===== config.mk =====
export PLATFORM = sky130hd
export DESIGN_NAME = bsre_exec
export DESIGN_NICKNAME = d
export VERILOG_FILES = /design/src/shared/bsre_pkg.sv /design/src/logic/bsre_bit_test.sv /design/src/logic/bsre_exec.sv
export VERILOG_INCLUDE_DIRS = /design/src /design/src/shared
export SDC_FILE = /design/constraint.sdc
export NUM_CORES = 1
export LEC_CHECK = 0
export BUFFER_PORTS_ARGS = -buffer_cell sky130_fd_sc_hd__buf_4
export CAP_MARGIN = 20
export CORE_UTILIZATION = 51
export CTS_CLUSTER_DIAMETER = 80
export DETAILED_ROUTE_END_ITERATION = 10
export GPL_ROUTABILITY_DRIVEN = 0
export PLACE_DENSITY_LB_ADDON = 0.15
export SLEW_MARGIN = 20
export SYNTH_ARGS = -nofsm -noshare
export SYNTH_HDL_FRONTEND = slang
export SYNTH_HIERARCHICAL = 1
export SYNTH_SLANG_ARGS = --single-unit

===== constraint.sdc =====
create_clock -name clock_i -period 6.5 [get_ports clock_i]
set_clock_uncertainty 0.15 [all_clocks]
set_input_delay 0.65 -clock clock_i [delete_from_list [all_inputs] [get_ports clock_i]]
set_output_delay 0.65 -clock clock_i [all_outputs]
set_load 0.01 [all_outputs]

===== src/shared/bsre_map.svh =====
// constants of the branch, skip and rotate execution block
`ifndef BSRE_MAP_SVH
`define BSRE_MAP_SVH

// program counter and pointer widths
`define BSRE_PC_W        22
`define BSRE_PTR_W       16
`define BSRE_UPPER_LSB   16

// status register bit positions
`define BSRE_FLAG_C      3'h0
`define BSRE_FLAG_Z      3'h1
`define BSRE_FLAG_N      3'h2
`define BSRE_FLAG_V      3'h3
`define BSRE_FLAG_S      3'h4
`define BSRE_FLAG_H      3'h5
`define BSRE_FLAG_T      3'h6
`define BSRE_FLAG_I      3'h7

// reset values
`define BSRE_RST_PC      22'h00_0000
`define BSRE_RST_BYTE    8'h00
`define BSRE_RST_CYC     3'h0

// cycle counts
`define BSRE_CYC_ONE     3'h1
`define BSRE_CYC_JUMP    3'h2
`define BSRE_CYC_CALL_S  3'h3
`define BSRE_CYC_CALL_L  3'h4
`define BSRE_CYC_SKIP1   3'h2
`define BSRE_CYC_SKIP2   3'h3
`define BSRE_CYC_TAKEN   3'h2

// program counter steps
`define BSRE_STEP_NEXT   22'h00_0001
`define BSRE_STEP_SKIP1  22'h00_0002
`define BSRE_STEP_SKIP2  22'h00_0003

`endif


===== src/shared/bsre_pkg.sv =====
// types of the branch, skip and rotate execution block
package bsre_pkg;

    typedef enum logic [4:0] {
        BSRE_POINTER_JUMP              = 5'h00,
        BSRE_POINTER_CALL              = 5'h01,
        BSRE_COMPARE_SKIP_EQUAL        = 5'h02,
        BSRE_SKIP_REG_BIT_CLEAR        = 5'h03,
        BSRE_SKIP_REG_BIT_SET          = 5'h04,
        BSRE_SKIP_IO_BIT_CLEAR         = 5'h05,
        BSRE_SKIP_IO_BIT_SET           = 5'h06,
        BSRE_BRANCH_FLAG_SET           = 5'h07,
        BSRE_BRANCH_FLAG_CLEAR         = 5'h08,
        BSRE_BRANCH_SIGNED_GE          = 5'h09,
        BSRE_BRANCH_SIGNED_LT          = 5'h0A,
        BSRE_BRANCH_UNSIGNED_GE        = 5'h0B,
        BSRE_BRANCH_UNSIGNED_LT        = 5'h0C,
        BSRE_BRANCH_HALF_CARRY_SET     = 5'h0D,
        BSRE_BRANCH_HALF_CARRY_CLEAR   = 5'h0E,
        BSRE_BRANCH_TRANSFER_BIT_SET   = 5'h0F,
        BSRE_BRANCH_TRANSFER_BIT_CLEAR = 5'h10,
        BSRE_BRANCH_OVERFLOW_SET       = 5'h11,
        BSRE_BRANCH_OVERFLOW_CLEAR     = 5'h12,
        BSRE_BRANCH_IRQ_ENABLED        = 5'h13,
        BSRE_BRANCH_IRQ_DISABLED       = 5'h14,
        BSRE_ROTATE_LEFT_CARRY         = 5'h15,
        BSRE_ROTATE_RIGHT_CARRY        = 5'h16
    } bsre_op_t;

    typedef enum logic [1:0] {
        BSRE_IDLE = 2'b01,
        BSRE_BUSY = 2'b10
    } bsre_state_t;

endpackage


===== src/logic/bsre_bit_test.sv =====
// selected bit of a byte compared against a wanted level
`timescale 1ns/1ns
module bsre_bit_test (
    input  wire logic [7:0] value_i,
    input  wire logic [2:0] index_i,
    input  wire logic       want_one_i,
    output logic            hit_o
);
    assign hit_o = (value_i[index_i] == want_one_i);
endmodule


===== src/logic/bsre_exec.sv =====
// execution unit for pointer jumps, skips, flag branches and rotates
`timescale 1ns/1ns
`include "bsre_map.svh"
// Function
// - pointer jump loads pc low bits from third pointer, clears upper bits, two cycles
// - pointer call pushes return address, loads pointer, clears upper, three or four cycles
// - compare skip skips next when operands equal, pc plus two or three
// - register bit clear skip skips when selected bit is zero, flags untouched
// - register bit set skip skips when selected bit is one, flags untouched
// - io bit clear skip skips when io bit reads zero, one to three cycles
// - io bit set skip skips when io bit reads one, one to three cycles
// - branch on flag set adds offset plus one when status bit is one
// - branch on flag clear adds offset plus one when status bit is zero
// - signed greater or equal branch taken when negative xor overflow is zero
// - signed less than branch taken when negative xor overflow is one
// - unsigned same or higher taken on carry zero, lower on carry one
// - half carry branches taken on half carry one for set, zero for clear
// - transfer bit branches taken on transfer flag zero for clear, one for set
// - overflow branches taken on overflow one for set, zero for clear
// - interrupt enabled branch taken when global enable is one
// - interrupt disabled branch taken when global enable is zero
// - rotate left through carry, updates z c n v h, one cycle
// - rotate right through carry, updates z c n v, one cycle
module bsre_exec (
    input  wire logic                    clock_i,
    input  wire logic                    rst_i,
    input  wire logic                    start_i,
    input  wire bsre_pkg::bsre_op_t      op_i,
    input  wire logic [2:0]              bit_sel_i,
    input  wire logic [6:0]              offset_i,
    input  wire logic [7:0]              rd_data_i,
    input  wire logic [7:0]              rr_data_i,
    input  wire logic [7:0]              io_data_i,
    input  wire logic [7:0]              status_register_i,
    input  wire logic [15:0]             z_ptr_i,
    input  wire logic [21:0]             pc_i,
    input  wire logic                    next_two_word_i,
    output logic                         busy_o,
    output logic                         done_o,
    output logic [2:0]                   cycles_o,
    output logic                         taken_o,
    output logic [21:0]                  pc_o,
    output logic                         push_o,
    output logic [21:0]                  ret_addr_o,
    output logic [7:0]                   result_o,
    output logic                         result_we_o,
    output logic [7:0]                   status_register_o,
    output logic                         status_register_we_o
);
    import bsre_pkg::*;

    bsre_state_t  state_ff;
    logic [2:0]   cnt_ff;
    logic         accept;
    logic         reg_hit;
    logic         io_hit;
    logic         flag_hit;
    logic         reg_want;
    logic         io_want;
    logic [2:0]   br_idx;
    logic         br_want;
    logic         is_cond_br;
    logic         signed_lt;
    logic [21:0]  k_ext;
    logic [21:0]  skip_step;
    logic [2:0]   skip_cyc;
    logic [21:0]  nxt_pc;
    logic [2:0]   nxt_cycles;
    logic         nxt_taken;
    logic         nxt_push;
    logic [7:0]   nxt_result;
    logic         nxt_result_we;
    logic [7:0]   nxt_status_register;
    logic         nxt_status_register_we;
    logic [7:0]   rot;

    assign accept    = start_i && (state_ff == BSRE_IDLE);
    assign k_ext     = {{15{offset_i[6]}}, offset_i};
    assign signed_lt = status_register_i[`BSRE_FLAG_N] ^ status_register_i[`BSRE_FLAG_V];
    // skipped instruction length sets both step and cost
    assign skip_step = next_two_word_i ? `BSRE_STEP_SKIP2 : `BSRE_STEP_SKIP1;
    assign skip_cyc  = next_two_word_i ? `BSRE_CYC_SKIP2 : `BSRE_CYC_SKIP1;
    assign reg_want  = (op_i == BSRE_SKIP_REG_BIT_SET);
    assign io_want   = (op_i == BSRE_SKIP_IO_BIT_SET);

    bsre_bit_test u_reg_bit (
        .value_i    (rr_data_i),
        .index_i    (bit_sel_i),
        .want_one_i (reg_want),
        .hit_o      (reg_hit)
    );

    bsre_bit_test u_io_bit (
        .value_i    (io_data_i),
        .index_i    (bit_sel_i),
        .want_one_i (io_want),
        .hit_o      (io_hit)
    );

    bsre_bit_test u_flag_bit (
        .value_i    (status_register_i),
        .index_i    (br_idx),
        .want_one_i (br_want),
        .hit_o      (flag_hit)
    );

    // status bit and level tested by each single-flag branch
    always_comb begin
        br_idx     = bit_sel_i;
        br_want    = 1'b1;
        is_cond_br = 1'b1;
        unique case (op_i)
            BSRE_BRANCH_FLAG_SET: begin
                br_want = 1'b1;
            end
            BSRE_BRANCH_FLAG_CLEAR: begin
                br_want = 1'b0;
            end
            BSRE_BRANCH_UNSIGNED_GE: begin
                br_idx  = `BSRE_FLAG_C;
                br_want = 1'b0;
            end
            BSRE_BRANCH_UNSIGNED_LT: begin
                br_idx  = `BSRE_FLAG_C;
                br_want = 1'b1;
            end
            BSRE_BRANCH_HALF_CARRY_SET: begin
                br_idx  = `BSRE_FLAG_H;
                br_want = 1'b1;
            end
            BSRE_BRANCH_HALF_CARRY_CLEAR: begin
                br_idx  = `BSRE_FLAG_H;
                br_want = 1'b0;
            end
            BSRE_BRANCH_TRANSFER_BIT_SET: begin
                br_idx  = `BSRE_FLAG_T;
                br_want = 1'b1;
            end
            BSRE_BRANCH_TRANSFER_BIT_CLEAR: begin
                br_idx  = `BSRE_FLAG_T;
                br_want = 1'b0;
            end
            BSRE_BRANCH_OVERFLOW_SET: begin
                br_idx  = `BSRE_FLAG_V;
                br_want = 1'b1;
            end
            BSRE_BRANCH_OVERFLOW_CLEAR: begin
                br_idx  = `BSRE_FLAG_V;
                br_want = 1'b0;
            end
            BSRE_BRANCH_IRQ_ENABLED: begin
                br_idx  = `BSRE_FLAG_I;
                br_want = 1'b1;
            end
            BSRE_BRANCH_IRQ_DISABLED: begin
                br_idx  = `BSRE_FLAG_I;
                br_want = 1'b0;
            end
            default: begin
                is_cond_br = 1'b0;
            end
        endcase
    end

    // next pc, cost and data results of the offered instruction
    always_comb begin
        nxt_pc        = pc_i + `BSRE_STEP_NEXT;
        nxt_cycles    = `BSRE_CYC_ONE;
        nxt_taken     = 1'b0;
        nxt_push      = 1'b0;
        nxt_result    = rd_data_i;
        nxt_result_we = 1'b0;
        nxt_status_register      = status_register_i;
        nxt_status_register_we   = 1'b0;
        rot           = rd_data_i;
        unique case (op_i)
            BSRE_POINTER_JUMP: begin
                nxt_pc     = {6'h00, z_ptr_i};
                nxt_cycles = `BSRE_CYC_JUMP;
                nxt_taken  = 1'b1;
            end
            BSRE_POINTER_CALL: begin
                nxt_pc     = {6'h00, z_ptr_i};
                nxt_push   = 1'b1;
                nxt_taken  = 1'b1;
                nxt_cycles = (pc_i[21:16] == 6'h00) ? `BSRE_CYC_CALL_S : `BSRE_CYC_CALL_L;
            end
            BSRE_COMPARE_SKIP_EQUAL: begin
                if (rd_data_i == rr_data_i) begin
                    nxt_pc     = pc_i + skip_step;
                    nxt_cycles = skip_cyc;
                    nxt_taken  = 1'b1;
                end
            end
            BSRE_SKIP_REG_BIT_CLEAR, BSRE_SKIP_REG_BIT_SET: begin
                if (reg_hit) begin
                    nxt_pc     = pc_i + skip_step;
                    nxt_cycles = skip_cyc;
                    nxt_taken  = 1'b1;
                end
            end
            BSRE_SKIP_IO_BIT_CLEAR, BSRE_SKIP_IO_BIT_SET: begin
                if (io_hit) begin
                    nxt_pc     = pc_i + skip_step;
                    nxt_cycles = skip_cyc;
                    nxt_taken  = 1'b1;
                end
            end
            BSRE_BRANCH_SIGNED_GE, BSRE_BRANCH_SIGNED_LT: begin
                if (signed_lt == (op_i == BSRE_BRANCH_SIGNED_LT)) begin
                    nxt_pc     = pc_i + k_ext + `BSRE_STEP_NEXT;
                    nxt_cycles = `BSRE_CYC_TAKEN;
                    nxt_taken  = 1'b1;
                end
            end
            BSRE_ROTATE_LEFT_CARRY: begin
                rot                     = {rd_data_i[6:0], status_register_i[`BSRE_FLAG_C]};
                nxt_result              = rot;
                nxt_result_we           = 1'b1;
                nxt_status_register_we             = 1'b1;
                nxt_status_register[`BSRE_FLAG_C]  = rd_data_i[7];
                nxt_status_register[`BSRE_FLAG_Z]  = (rot == 8'h00);
                nxt_status_register[`BSRE_FLAG_N]  = rot[7];
                nxt_status_register[`BSRE_FLAG_V]  = rot[7] ^ rd_data_i[7];
                nxt_status_register[`BSRE_FLAG_H]  = rd_data_i[3];
            end
            BSRE_ROTATE_RIGHT_CARRY: begin
                rot                     = {status_register_i[`BSRE_FLAG_C], rd_data_i[7:1]};
                nxt_result              = rot;
                nxt_result_we           = 1'b1;
                nxt_status_register_we             = 1'b1;
                nxt_status_register[`BSRE_FLAG_C]  = rd_data_i[0];
                nxt_status_register[`BSRE_FLAG_Z]  = (rot == 8'h00);
                nxt_status_register[`BSRE_FLAG_N]  = rot[7];
                nxt_status_register[`BSRE_FLAG_V]  = rot[7] ^ rd_data_i[0];
            end
            default: begin
                if (is_cond_br && flag_hit) begin
                    nxt_pc     = pc_i + k_ext + `BSRE_STEP_NEXT;
                    nxt_cycles = `BSRE_CYC_TAKEN;
                    nxt_taken  = 1'b1;
                end
            end
        endcase
    end

    // sequencing: busy for the instruction's cycle count, done in its last
    always_ff @(posedge clock_i) begin
        if (rst_i) begin
            state_ff <= BSRE_IDLE;
            cnt_ff   <= `BSRE_RST_CYC;
            busy_o   <= 1'b0;
            done_o   <= 1'b0;
        end else begin
            unique case (state_ff)
                BSRE_IDLE: begin
                    done_o <= 1'b0;
                    if (accept) begin
                        state_ff <= BSRE_BUSY;
                        cnt_ff   <= nxt_cycles;
                        busy_o   <= 1'b1;
                        done_o   <= (nxt_cycles == `BSRE_CYC_ONE);
                    end
                end
                BSRE_BUSY: begin
                    cnt_ff <= cnt_ff - 3'h1;
                    done_o <= (cnt_ff == 3'h2);
                    if (cnt_ff == `BSRE_CYC_ONE) begin
                        state_ff <= BSRE_IDLE;
                        busy_o   <= 1'b0;
                    end
                end
                default: begin
                    state_ff <= BSRE_IDLE;
                    busy_o   <= 1'b0;
                    done_o   <= 1'b0;
                end
            endcase
        end
    end

    // results latched at acceptance and held until the next one
    always_ff @(posedge clock_i) begin
        if (rst_i) begin
            cycles_o    <= `BSRE_RST_CYC;
            taken_o     <= 1'b0;
            pc_o        <= `BSRE_RST_PC;
            ret_addr_o  <= `BSRE_RST_PC;
            result_o    <= `BSRE_RST_BYTE;
            result_we_o <= 1'b0;
            status_register_o      <= `BSRE_RST_BYTE;
            status_register_we_o   <= 1'b0;
        end else if (accept) begin
            cycles_o    <= nxt_cycles;
            taken_o     <= nxt_taken;
            pc_o        <= nxt_pc;
            ret_addr_o  <= pc_i + `BSRE_STEP_NEXT;
            result_o    <= nxt_result;
            result_we_o <= nxt_result_we;
            status_register_o      <= nxt_status_register;
            status_register_we_o   <= nxt_status_register_we;
        end
    end

    // stack push request, one cycle after a call is accepted
    always_ff @(posedge clock_i) begin
        if (rst_i) begin
            push_o <= 1'b0;
        end else begin
            push_o <= accept && nxt_push;
        end
    end

    property p_ptr_jump;
        @(posedge clock_i) disable iff (rst_i)
        (accept && op_i == BSRE_POINTER_JUMP) |=> busy_o && !done_o ##1
            done_o && pc_o == {6'h00, $past(z_ptr_i, 2)};
    endproperty
    a_ptr_jump: assert property (p_ptr_jump) else $error("pointer jump pc or timing wrong");

    property p_ptr_call;
        @(posedge clock_i) disable iff (rst_i)
        (accept && op_i == BSRE_POINTER_CALL && pc_i[21:16] == 6'h00) |=>
            push_o && ret_addr_o == $past(pc_i) + 22'h00_0001 && pc_o[21:16] == 6'h00 ##2 done_o;
    endproperty
    a_ptr_call: assert property (p_ptr_call) else $error("pointer call push or timing wrong");

    property p_cmp_skip;
        @(posedge clock_i) disable iff (rst_i)
        (accept && op_i == BSRE_COMPARE_SKIP_EQUAL && rd_data_i == rr_data_i && !next_two_word_i) |=>
            pc_o == $past(pc_i) + 22'h00_0002 && cycles_o == 3'h2;
    endproperty
    a_cmp_skip: assert property (p_cmp_skip) else $error("compare skip step wrong");

    property p_reg_clr;
        @(posedge clock_i) disable iff (rst_i)
        (accept && op_i == BSRE_SKIP_REG_BIT_CLEAR) |=>
            taken_o == !$past(rr_data_i[bit_sel_i]) && !status_register_we_o;
    endproperty
    a_reg_clr: assert property (p_reg_clr) else $error("register bit clear skip wrong");

    property p_reg_set;
        @(posedge clock_i) disable iff (rst_i)
        (accept && op_i == BSRE_SKIP_REG_BIT_SET) |=>
            taken_o == $past(rr_data_i[bit_sel_i]) && !status_register_we_o;
    endproperty
    a_reg_set: assert property (p_reg_set) else $error("register bit set skip wrong");

    property p_io_set_long;
        @(posedge clock_i) disable iff (rst_i)
        (accept && op_i == BSRE_SKIP_IO_BIT_SET && io_data_i[bit_sel_i] && next_two_word_i) |=>
            !done_o ##1 !done_o ##1 done_o ##1 !busy_o;
    endproperty
    a_io_set_long: assert property (p_io_set_long) else $error("io skip over long word timing wrong");

    property p_branch_set;
        @(posedge clock_i) disable iff (rst_i)
        (accept && op_i == BSRE_BRANCH_FLAG_SET && status_register_i[bit_sel_i]) |=>
            pc_o == $past(pc_i) + {{15{$past(offset_i[6])}}, $past(offset_i)} + 22'h00_0001 && cycles_o == 3'h2;
    endproperty
    a_branch_set: assert property (p_branch_set) else $error("flag set branch target wrong");

    property p_signed_ge;
        @(posedge clock_i) disable iff (rst_i)
        (accept && op_i == BSRE_BRANCH_SIGNED_GE) |=>
            taken_o == !($past(status_register_i[2]) ^ $past(status_register_i[3]));
    endproperty
    a_signed_ge: assert property (p_signed_ge) else $error("signed ge condition wrong");

    property p_rotate_left;
        @(posedge clock_i) disable iff (rst_i)
        (accept && op_i == BSRE_ROTATE_LEFT_CARRY) |=>
            result_o == {$past(rd_data_i[6:0]), $past(status_register_i[0])} && status_register_o[0] == $past(rd_data_i[7]) && done_o;
    endproperty
    a_rotate_left: assert property (p_rotate_left) else $error("rotate left result wrong");

    property p_rotate_right;
        @(posedge clock_i) disable iff (rst_i)
        (accept && op_i == BSRE_ROTATE_RIGHT_CARRY) |=>
            result_o == {$past(status_register_i[0]), $past(rd_data_i[7:1])} && status_register_o[5] == $past(status_register_i[5]);
    endproperty
    a_rotate_right: assert property (p_rotate_right) else $error("rotate right result wrong");

    c_call: cover property (@(posedge clock_i) disable iff (rst_i) accept && op_i == BSRE_POINTER_CALL);
    c_skip2: cover property (@(posedge clock_i) disable iff (rst_i) accept && nxt_cycles == 3'h3);
    c_branch: cover property (@(posedge clock_i) disable iff (rst_i) accept && is_cond_br && flag_hit);
    c_rotate: cover property (@(posedge clock_i) disable iff (rst_i) accept && op_i == BSRE_ROTATE_RIGHT_CARRY);
endmodule


==> key figures, run 1 <==
Critical path
  • Worst-path fanout max: 24
  • Worst Setup Start Kind: input port
  • CP arrival: 4.34 ns
  • R2r setup slk: between 3 and 4 ns
  • Setup Crit Path Kind: in2reg
  • Crit path required time: roughly 6.6 ns
  • CP endpoint kind: flip-flop

Detailed routing
  • Drt pass-1 iters: 6
  • Drt first-iter violations: roughly 780
  • Vias: 7257
  • Routed WL: 21900 um
  • Routed len/inst: 18.7 um
  • DRC viols: 0
  • Vias per Instance: approximately 6.2
  • Final ANT Viol Nets: 0

Finish
  • Ant. Diodes: 0
  • Final #Nets: about 1100
  • Area grow syn2layout: 21.4%
  • Multi-input gate area: ~4800 um^2
  • Share of cells above drive strength 1: 0.204
  • Fillers: around 1200
  • Seq. cell area: 1440 um^2

Synthesis
  • Synth Area in XOR/XNOR: 0.0730
  • Register area share after synthesis: 0.219
  • Ys Warns: 6
  • Largest family of logic cells by synthesized area: compound AO/OA/AOI/OAI gates
  • EDFF count, synth: 0
  • Synth Area in Adders: 0.0599
  • Post-synth top area cell: dfxtp_1
  • Syn Std Cell Area: 6600 um^2
  • Prevailing post-synth register cell: dfxtp_1
  • #FFs+latches synth: 72
  • Syn nets: 1010
  • Area contributors post-synth: dfxtp_1, a21oi_1, ha_1
  • Top cell type's share of synthesized area: 0.219
  • Synth cell types: a little under 80
  • Synth Area in Simple Gates: 0.237
  • Share of synthesized registers carrying an async set or reset: 0
  • Multiplexer share of the synthesized area: 0.0379
  • Post-synthesis area per instance: roughly 7.4 um^2
  • Complex-gate fraction of the synthesized area: 0.312
  • Gate Count Post-Synth: 890

Global routing
  • Pin count of the biggest net entering global routing: a little over 60
  • First-pass GRT wire length: about 34000 um
  • Global route overflow: 0
  • Vias in the first global route: 6673
  • Total GRT Usage: 0.330
  • Initial antenna violation count: 0

STA
  • Setup tns final: 0 ns
  • Slew Limit Fails: 0
  • Final hold violations: 0
  • Unrepaired setup endpoints after global routing: false
  • Slew at the pin closest to its max-slew limit: roughly 1.0 ns
  • Tmin final: 4.27 ns
  • F_max: 234 MHz
  • Final Cycle Share: 0.657
  • Setup violations, final: 0
  • Slew HR: 0.329

Power and ir drop
  • Comb pwr share: 0.373
  • P_leak: ~3.3 nW
  • P per Cell Area: 200 nW/um^2
  • Total power: roughly 1.6 mW
  • Peak VDD IR: 0.000163 V
  • Sw frac: 0.376
  • P_int: between 1 and 1.5 mW
  • Seq pwr share: 0.325
  • Switch Pwr: 602 uW
  • Clock group share of total power: 0.302

Floorplan
  • Initial Util: 0.523
  • IO Pins: 158
  • Die area: 13400 um^2
  • Core area: roughly 13000 um^2
  • Die Ht: approximately 120 um
  • FP Rows: between 40 and 50
  • Width of the die: 116 um

Clock network
  • Number of buffers created by CTS: 9
  • Cts hold-fix bufs: 0
  • Post-CTS resize count: 0
  • Root buffer cell: clkbuf_16
  • Worst skew pair latency: around 0.36 ns
  • Clock tree buffer depth: 2
  • Post-CTS Setup Inserts: 0
  • CTS tree: yes
  • Clock transition at path regs: approximately 0.060 ns
  • # clock sinks: 72
  • H-Tree Depth: 3

Outcome
  • Outcome: finished clean

Hold path
  • Min-Delay Path Class: reg2reg

Run
  • Max-cap violations: 0

Placement
  • PortBufs: 157
  • Detail Placement HPWL: 15700 um
-- cells in the mapped netlist (all sizes together), types with 10 or more instances --
cell type	count
mux2i	16
ha	30
nand2	88
a31oi	15
xor2	22
a21oi	81
inv	23
nand4	14
nand2b	13
buf	35
nand3	26
a211o	13
o22ai	12
a221oi	10
a211oi	30
nor3	24
o21ai	54
a21o	12
nor2	88
o211ai	14
dfxtp	72
nor4	13
xnor2	33
clkbuf	35
-- worst max-delay path: stages --
cell	delay, ns
buf_4	0.23
nor2_1	0.11
a21oi_1	0.17
nor3_1	0.06
a211oi_1	0.65
mux2i_1	0.16
mux4_2	0.51
xor2_1	0.17
nor2b_1	0.15
a32oi_1	0.22
nand2_1	0.21
or2_1	0.50
nor4_1	0.36
a211o_1	0.14
a21oi_1	0.06
-- cells by family (layout without fill, tap and decap cells) --
kind of cell / after synthesis / count (layout)
fa+ha+maj: 31 / 31
compound gates: 306 / 306
flops: 72 / 72
xor+xnor: 55 / 55
buf+inv: 93 / 203
simple gates: 312 / 312
mux: 21 / 21
-- final timing paths --
path / start / to / cells after the start
setup / recovery: op_i[2] / cnt_ff[1]$_SDFFE_PP0P_ / 15
hold / removal: status_register_o[4]$_SDFFE_PP0P_ / status_register_o[4]$_SDFFE_PP0P_ / 2
hold reg to reg: status_register_o[4]$_SDFFE_PP0P_ / status_register_o[4]$_SDFFE_PP0P_ / 2
setup reg to reg: busy_o$_SDFFE_PP0P_ / pc_o[19]$_SDFFE_PP0P_ / 9
-- metal layers --
| layer | share of wire | global-route usage |
|---|---|---|
| met5 | 0 | 0 |
| met1 | 0.41 | 0.417 |
| met4 | 0.048 | 0.183 |
| met2 | 0.45 | 0.528 |
| met3 | 0.093 | 0.0659 |
-- cell usage in the layout, fill, tap and decap left out, types with 5 or more instances in the layout --
cell       count
nand4_1       14
a211oi_1      29
mux2i_1       16
o221ai_1       9
nand2_1       87
clkbuf_16      9
ha_1          30
a31oi_1       15
nor2b_1        7
o21a_1         6
o211ai_1      14
o21ai_1        7
o22ai_1       12
nand3b_1       6
o221a_1        5
nor4_1        10
buf_4        164
o31ai_1        7
nand2b_1      13
a21o_1        12
xor2_1        22
nor3_1        20
dfxtp_1       72
a211o_1       13
xnor2_1       33
nor2_1        87
o211a_1        6
a21oi_1       81
o21ai_0       47
a221oi_1      10
nand3_1       25
inv_1         23
-- sequential cells by signal (all words and copies together) (netlist names), 3 cells and up --
name,count
ret_addr_o,22
result_o,8
cnt_ff,3
cycles_o,3
status_register_o,8
pc_o,22
-- final cells by class --
type / count / area share
Clock buffer: 10 / 0.0286
Tap cell: 172 / 0.0269
Timing Repair Buffer: 164 / 0.154
Multi-Input combinational cell: 725 / 0.594
Sequential cell: 72 / 0.180
Clock inverter: 6 / 0.00563
Inverter: 23 / 0.0108
-- power by group through the flow --
stage,combinational [mW],sequential [mW],clock (mW)
final,0.597,0.520,0.484
after global routing,0.651,0.525,0.500
after CTS,0.588,0.520,0.488
after detailed placement,0.586,0.529,0
after global placement,0.581,0.529,0
after floorplan,0.350,0.543,0
-- per-stage QoR --
| step | worst slack (ns) | utilization | instances | hold slack, ns | cell area [um^2] |
|---|---|---|---|---|---|
| 4_1_cts | 2.27 | 0.635 | 1172 | 0.306 | 8010 |
| 3_5_place_dp | 1.91 | 0.613 | 1156 | 0.296 | 7730 |
| 3_3_place_gp | 1.99 | 0.613 | 1156 | 0.293 | 7730 |
| 5_1_grt | 1.94 | 0.635 | 1172 | 0.319 | 8010 |
| 6_report | 2.23 | 0.635 | 1172 | 0.305 | 8010 |
| 2_1_floorplan | 2.29 | - | 890 | 0.289 | 6600 |
Note: power is estimated with default switching activity, not from simulation.
==> inputs of run 2 (changes only) <==
CORE_UTILIZATION = 50   (was 51)
clock period = 3.6 ns   (was 6.5 ns; I/O delays follow)
==> key figures, run 2 (synthesized netlist as in run 1, its figures left out) <==
Outcome
  • Outcome: finished clean

Floorplan
  • Width of the die: 117 um
  • Die area: roughly 14000 um^2
  • Die Ht: around 120 um
  • Core area: ~13000 um^2
  • IO Pins: about 160
  • Initial Util: 0.518
  • FP Rows: 41

Critical path
  • CP arrival: ~3.4 ns
  • Worst-path fanout max: 6
  • Crit path required time: 3.68 ns
  • CP peak stage delay: a little under 0.5 ns
  • Worst Setup Start Kind: input port
  • Most frequent cell on the critical path: buf_4
  • Crit path cell chain: buf_4, inv_1, nand2_1, a21oi_2, nor3_1, a211oi_1, buf_4, mux2i_1, mux4_2, xor2_1, nor2b_1, a32oi_1, nand2_2, nor2_2, o21ai_0, o41ai_1, a21oi_1
  • Setup Crit Path Kind: in2reg
  • CP max-delay cell: mux4_2
  • Largest delay share family, worst path: compound AO/OA/AOI/OAI gates
  • Buf+Inv Stages, Crit Path: 3
  • CP endpoint kind: flip-flop

Clock network
  • Clock transition at path regs: 0.06 ns
  • Root buffer cell: clkbuf_16
  • Worst skew pair latency: 0.35 ns
  • # clock sinks: 72
  • Clock tree buffer depth: 2
  • Number of buffers created by CTS: 9
  • H-Tree Depth: 3
  • Cts hold-fix bufs: 0
  • CTS tree: yes

STA
  • Slew Limit Fails: 0
  • Tmin final: approximately 3.4 ns
  • Slew HR: 0.402
  • Unrepaired setup endpoints after global routing: false
  • Setup violations, final: 0
  • Final Cycle Share: 0.932
  • Final hold violations: 0
  • Slew at the pin closest to its max-slew limit: 0.896 ns
  • Hold WS: about 0.10 ns
  • F_max: between 200 and 300 MHz

Global routing
  • Global route overflow: 0
  • Vias in the first global route: just under 7000
  • Pin count of the biggest net entering global routing: 59
  • Total GRT Usage: 0.330
  • Initial antenna violation count: 0
  • First-pass GRT wire length: 34700 um

Power and ir drop
  • Sw frac: 0.361
  • Peak VDD IR: about 0.00025 V
  • Clock group share of total power: 0.303
  • P_leak: ~3.5 nW
  • P_int: approximately 1.9 mW
  • Seq pwr share: 0.313
  • Switch Pwr: around 1.1 mW
  • P per Cell Area: approximately 360 nW/um^2
  • Comb pwr share: 0.384

Finish
  • Multi-input gate area: ~4800 um^2
  • Commonest non-fill, non-tap cell in the layout: buf_4
  • Fillers: around 1200
  • Seq. cell area: 1440 um^2
  • Layout Cells excl Fill: roughly 1200
  • Share of cells above drive strength 1: 0.236
  • Final #Nets: about 1200
  • Layout Utilization: 0.654
  • Commonest cells after routing, fill and taps aside: buf_4, nand2_1, nor2_1
  • Largest registers: pc_o: 22 flops, ret_addr_o: 22 flops
  • Ant. Diodes: 0
  • Area grow syn2layout: 26.2%

Detailed routing
  • Routed WL: 22300 um
  • DRC viols: 0
  • Final ANT Viol Nets: 0
  • Vias per Instance: ~6.2
  • Routed len/inst: 18.5 um
  • Drt pass-1 iters: 5
  • Vias: ~7500
  • Drt first-iter violations: 699

Run
  • Max-cap violations: 0

Placement
  • Dpl cells: approximately 1200
  • Detail Placement HPWL: roughly 17000 um
  • PortBufs: roughly 160

Hold path
  • Min-Delay Path Class: in2reg
[run 2: worst register-to-register path: stages (launching register included)]
cell and delay, ns:
dfxtp_1 0.33, inv_1 0.08, ha_1 0.20, and2_2 0.68, nor2_1 0.26, a221o_1 0.36, a31oi_1 0.15, a221oi_1 0.10
[run 2: area by class of cell]
class | instances | share of cell area
Multi-Input combinational cell | 725 | 0.574
Timing Repair Buffer | 199 | 0.181
Sequential cell | 72 | 0.173
Clock buffer | 13 | 0.0325
Tap cell | 172 | 0.0258
Inverter | 23 | 0.0104
Clock inverter | 3 | 0.00286
[run 2: metal layers]
metal | vias to the layer above | track usage | share of wire
met2 | 367 | 0.546 | 0.46
li1 | 3582 | - | -
met1 | 3453 | 0.422 | 0.42
met5 | - | 0 | 0
met4 | 0 | 0.134 | 0.032
met3 | 56 | 0.0633 | 0.079
[run 2: what timing repair did]
item	in CTS	in global routing
buffers inserted	0	0
endpoints found under the setup margin	0	1
gates resized for setup	0	1
[run 2: power groups by stage]
stage | Combinational (mW) | Sequential [mW] | Clock (mW)
6_report | 1.15 | 0.939 | 0.908
5_1_grt | 1.25 | 0.947 | 0.945
4_1_cts | 1.14 | 0.939 | 0.914
3_5_place_dp | 1.13 | 0.955 | 0
3_3_place_gp | 1.12 | 0.954 | 0
2_1_floorplan | 0.645 | 0.981 | 0
[run 2: metrics by stage]
stage	TNS [ns]	instance area (um^2)	setup slack, ns	power, mW
4_1_cts	0	8320	0.297	2.99
6_report	0	8330	0.245	3.00
2_1_floorplan	0	6660	0.00985	1.63
3_3_place_gp	0	8030	0.0453	2.07
5_1_grt	0	8330	0.0162	3.14
3_5_place_dp	-0.154	8030	-0.0608	2.08
[run 2: path summary, 6_finish.rpt]
kind	from	end	cells after the start	slack, ns
worst max-delay path	op_i[3]	pc_o[8]$_SDFFE_PP0P_	17	0.24
worst min register to register	result_o[4]$_SDFFE_PP0P_	result_o[4]$_SDFFE_PP0P_	2	0.31
worst max register to register	busy_o$_SDFFE_PP0P_	pc_o[13]$_SDFFE_PP0P_	7	1.15
worst min-delay path	pc_i[0]	ret_addr_o[0]$_SDFFE_PP0P_	2	0.10
==> inputs of run 3 (changes only) <==
SYNTH_HIERARCHICAL = default   (was 1)
==> key figures, run 3 <==
Outcome
  • Outcome: finished clean

Critical path
  • Crit path cell chain: buf_4, mux4_2, mux2i_4, mux2i_1, a211o_1, nor4b_4, a21oi_1, nor3_1, nand3_1, a222oi_1, a2111oi_1
  • CP max-delay cell: mux4_2
  • CP endpoint kind: flip-flop
  • Crit path required time: around 3.6 ns
  • Worst-path fanout max: 8
  • Buf+Inv Stages, Crit Path: 1
  • Setup Crit Path Kind: in2reg
  • CP peak stage delay: approximately 0.55 ns
  • Worst Setup Start Kind: input port
  • CP arrival: 3.12 ns
  • Largest delay share family, worst path: multiplexers

Synthesis
  • Synth Area in XOR/XNOR: 0.0880
  • Synth Area in Simple Gates: 0.272
  • Synth Area in Adders: 0.0611
  • Ys Warns: 0
  • Register area share after synthesis: 0.223
  • Count leader, synth: nor2_1
  • Post-synth top area cell: dfxtp_1
  • #FFs+latches synth: just over 70
  • Syn Std Cell Area: between 6000 and 7000 um^2
  • Synth cell types: a little under 80
  • Prevailing post-synth register cell: dfxtp_1
  • Post-synthesis area per instance: about 7.3 um^2
  • Top cell type's share of synthesized area: 0.223
  • Multiplexer share of the synthesized area: 0.0300
  • Syn nets: slightly above 1000
  • Gate Count Post-Synth: 886
  • Share of synthesized registers carrying an async set or reset: 0
  • Area contributors post-synth: dfxtp_1, nor2_1, ha_1
  • EDFF count, synth: 0
  • Largest family of logic cells by synthesized area: compound AO/OA/AOI/OAI gates
  • Complex-gate fraction of the synthesized area: 0.275
  • Synth cell count leaders: nor2_1, dfxtp_1, nand2_1

Clock network
  • # clock sinks: 72
  • Clock tree buffer depth: 2
  • Clock transition at path regs: 0.06 ns
  • Number of buffers created by CTS: 9
  • Root buffer cell: clkbuf_16
  • Worst skew pair latency: ~0.34 ns
  • H-Tree Depth: 3
  • Post-CTS Setup Inserts: 0
  • Post-CTS resize count: 0
  • CTS tree: yes
  • Cts hold-fix bufs: 0

Global routing
  • Initial antenna violation count: 0
  • Pin count of the biggest net entering global routing: 63
  • Global route overflow: 0
  • Total GRT Usage: 0.312
  • First-pass GRT wire length: about 33000 um
  • Vias in the first global route: approximately 6600

Detailed routing
  • Routed len/inst: between 15 and 20 um
  • Final ANT Viol Nets: 0
  • Drt first-iter violations: 625
  • Vias: between 7000 and 8000
  • Vias per Instance: 6.12
  • DRC viols: 0
  • Routed WL: ~21000 um
  • Drt pass-1 iters: 7

Floorplan
  • Core area: around 13000 um^2
  • FP Rows: between 40 and 50
  • Die area: around 13000 um^2
  • Width of the die: 116 um
  • IO Pins: around 160
  • Initial Util: 0.513
  • Die Ht: about 120 um

Power and ir drop
  • P per Cell Area: between 300 and 400 nW/um^2
  • P_int: ~2.1 mW
  • Clock group share of total power: 0.325
  • Peak VDD IR: 0.000254 V
  • Comb pwr share: 0.375
  • Seq pwr share: 0.299
  • Sw frac: 0.349
  • P_leak: approximately 3.4 nW
  • Switch Pwr: 1.13 mW

Finish
  • Commonest cells after routing, fill and taps aside: buf_4, nor2_1, dfxtp_1
  • Ant. Diodes: 0
  • Largest registers: pc_o: 22 flops, ret_addr_o: 22 flops
  • Seq. cell area: roughly 1400 um^2
  • Fillers: roughly 1200
  • Commonest non-fill, non-tap cell in the layout: buf_4
  • Final #Nets: roughly 1100
  • Area grow syn2layout: 25.1%
  • Layout Cells excl Fill: roughly 1200
  • Share of cells above drive strength 1: 0.208
  • Multi-input gate area: between 4000 and 5000 um^2

STA
  • F_max: between 300 and 400 MHz
  • Slew at the pin closest to its max-slew limit: ~0.8 ns
  • Setup tns final: 0 ns
  • Final hold violations: 0
  • Setup violations, final: 0
  • Hold WS: 0.131 ns
  • Slew HR: 0.462
  • Unrepaired setup endpoints after global routing: false
  • Slew Limit Fails: 0
  • Final Cycle Share: 0.861
  • Tmin final: roughly 3.1 ns

Run
  • Max-cap violations: 0

Placement
  • Detail Placement HPWL: approximately 16000 um
  • Dpl cells: about 1200
  • PortBufs: between 150 and 200

Hold path
  • Min-Delay Path Class: in2reg
==> run 3: path summary, 6_finish.rpt <==
| check | from | end | slack, ns | depth (start not counted) |
|---|---|---|---|---|
| min reg2reg | status_register_o[6]$_SDFFE_PP0P_ | status_register_o[6]$_SDFFE_PP0P_ | 0.31 | 2 |
| max reg2reg | busy_o$_SDFFE_PP0P_ | pc_o[9]$_SDFFE_PP0P_ | 1.28 | 8 |
| max | bit_sel_i[0] | pc_o[8]$_SDFFE_PP0P_ | 0.50 | 11 |
| min | pc_i[0] | ret_addr_o[0]$_SDFFE_PP0P_ | 0.13 | 2 |
==> run 3: cell families after synthesis <==
| family | Yosys count |
|---|---|
| AO/OA/AOI/OAI | 259 |
| XOR/XNOR | 65 |
| adder cells (fa/ha/maj) | 31 |
| buffers and inverters | 83 |
| flip-flops | 72 |
| multiplexers | 13 |
| AND/OR/NAND/NOR | 363 |
==> run 3: through the flow <==
stage / utilization / instance area (um^2) / setup slack (ns) / total power [mW]
after floorplan: - / 6470 / 0.523 / 1.72
after global placement: 0.614 / 7750 / 0.309 / 2.17
after detailed placement: 0.614 / 7750 / 0.180 / 2.18
after CTS: 0.641 / 8090 / 0.550 / 3.23
after global routing: 0.641 / 8090 / 0.350 / 3.40
final: 0.641 / 8090 / 0.502 / 3.23
==> run 3: power groups by stage <==
stage	clock network, mW	logic, mW	registers, mW
after detailed placement	0	1.19	0.984
after CTS	1.06	1.20	0.967
after global placement	0	1.19	0.983
final	1.05	1.21	0.967
after floorplan	0	0.709	1.01
after global routing	1.09	1.33	0.977
==> run 3: layout make-up <==
cell class | instances | area share
tap | 172 | 0.0266
timing repair buffer | 174 | 0.161
clock buffer | 10 | 0.0283
sequential | 72 | 0.178
inverter | 22 | 0.0102
multi-input combinational | 731 | 0.581
clock inverter | 6 | 0.0142
==> run 3: layer usage <==
layer,GRT usage,routed length [um],vias up
met5,0,0,-
met4,0.119,561,0
met3,0.0450,1660,47
met2,0.529,9850,326
met1,0.402,9050,3381
li1,-,-,3516
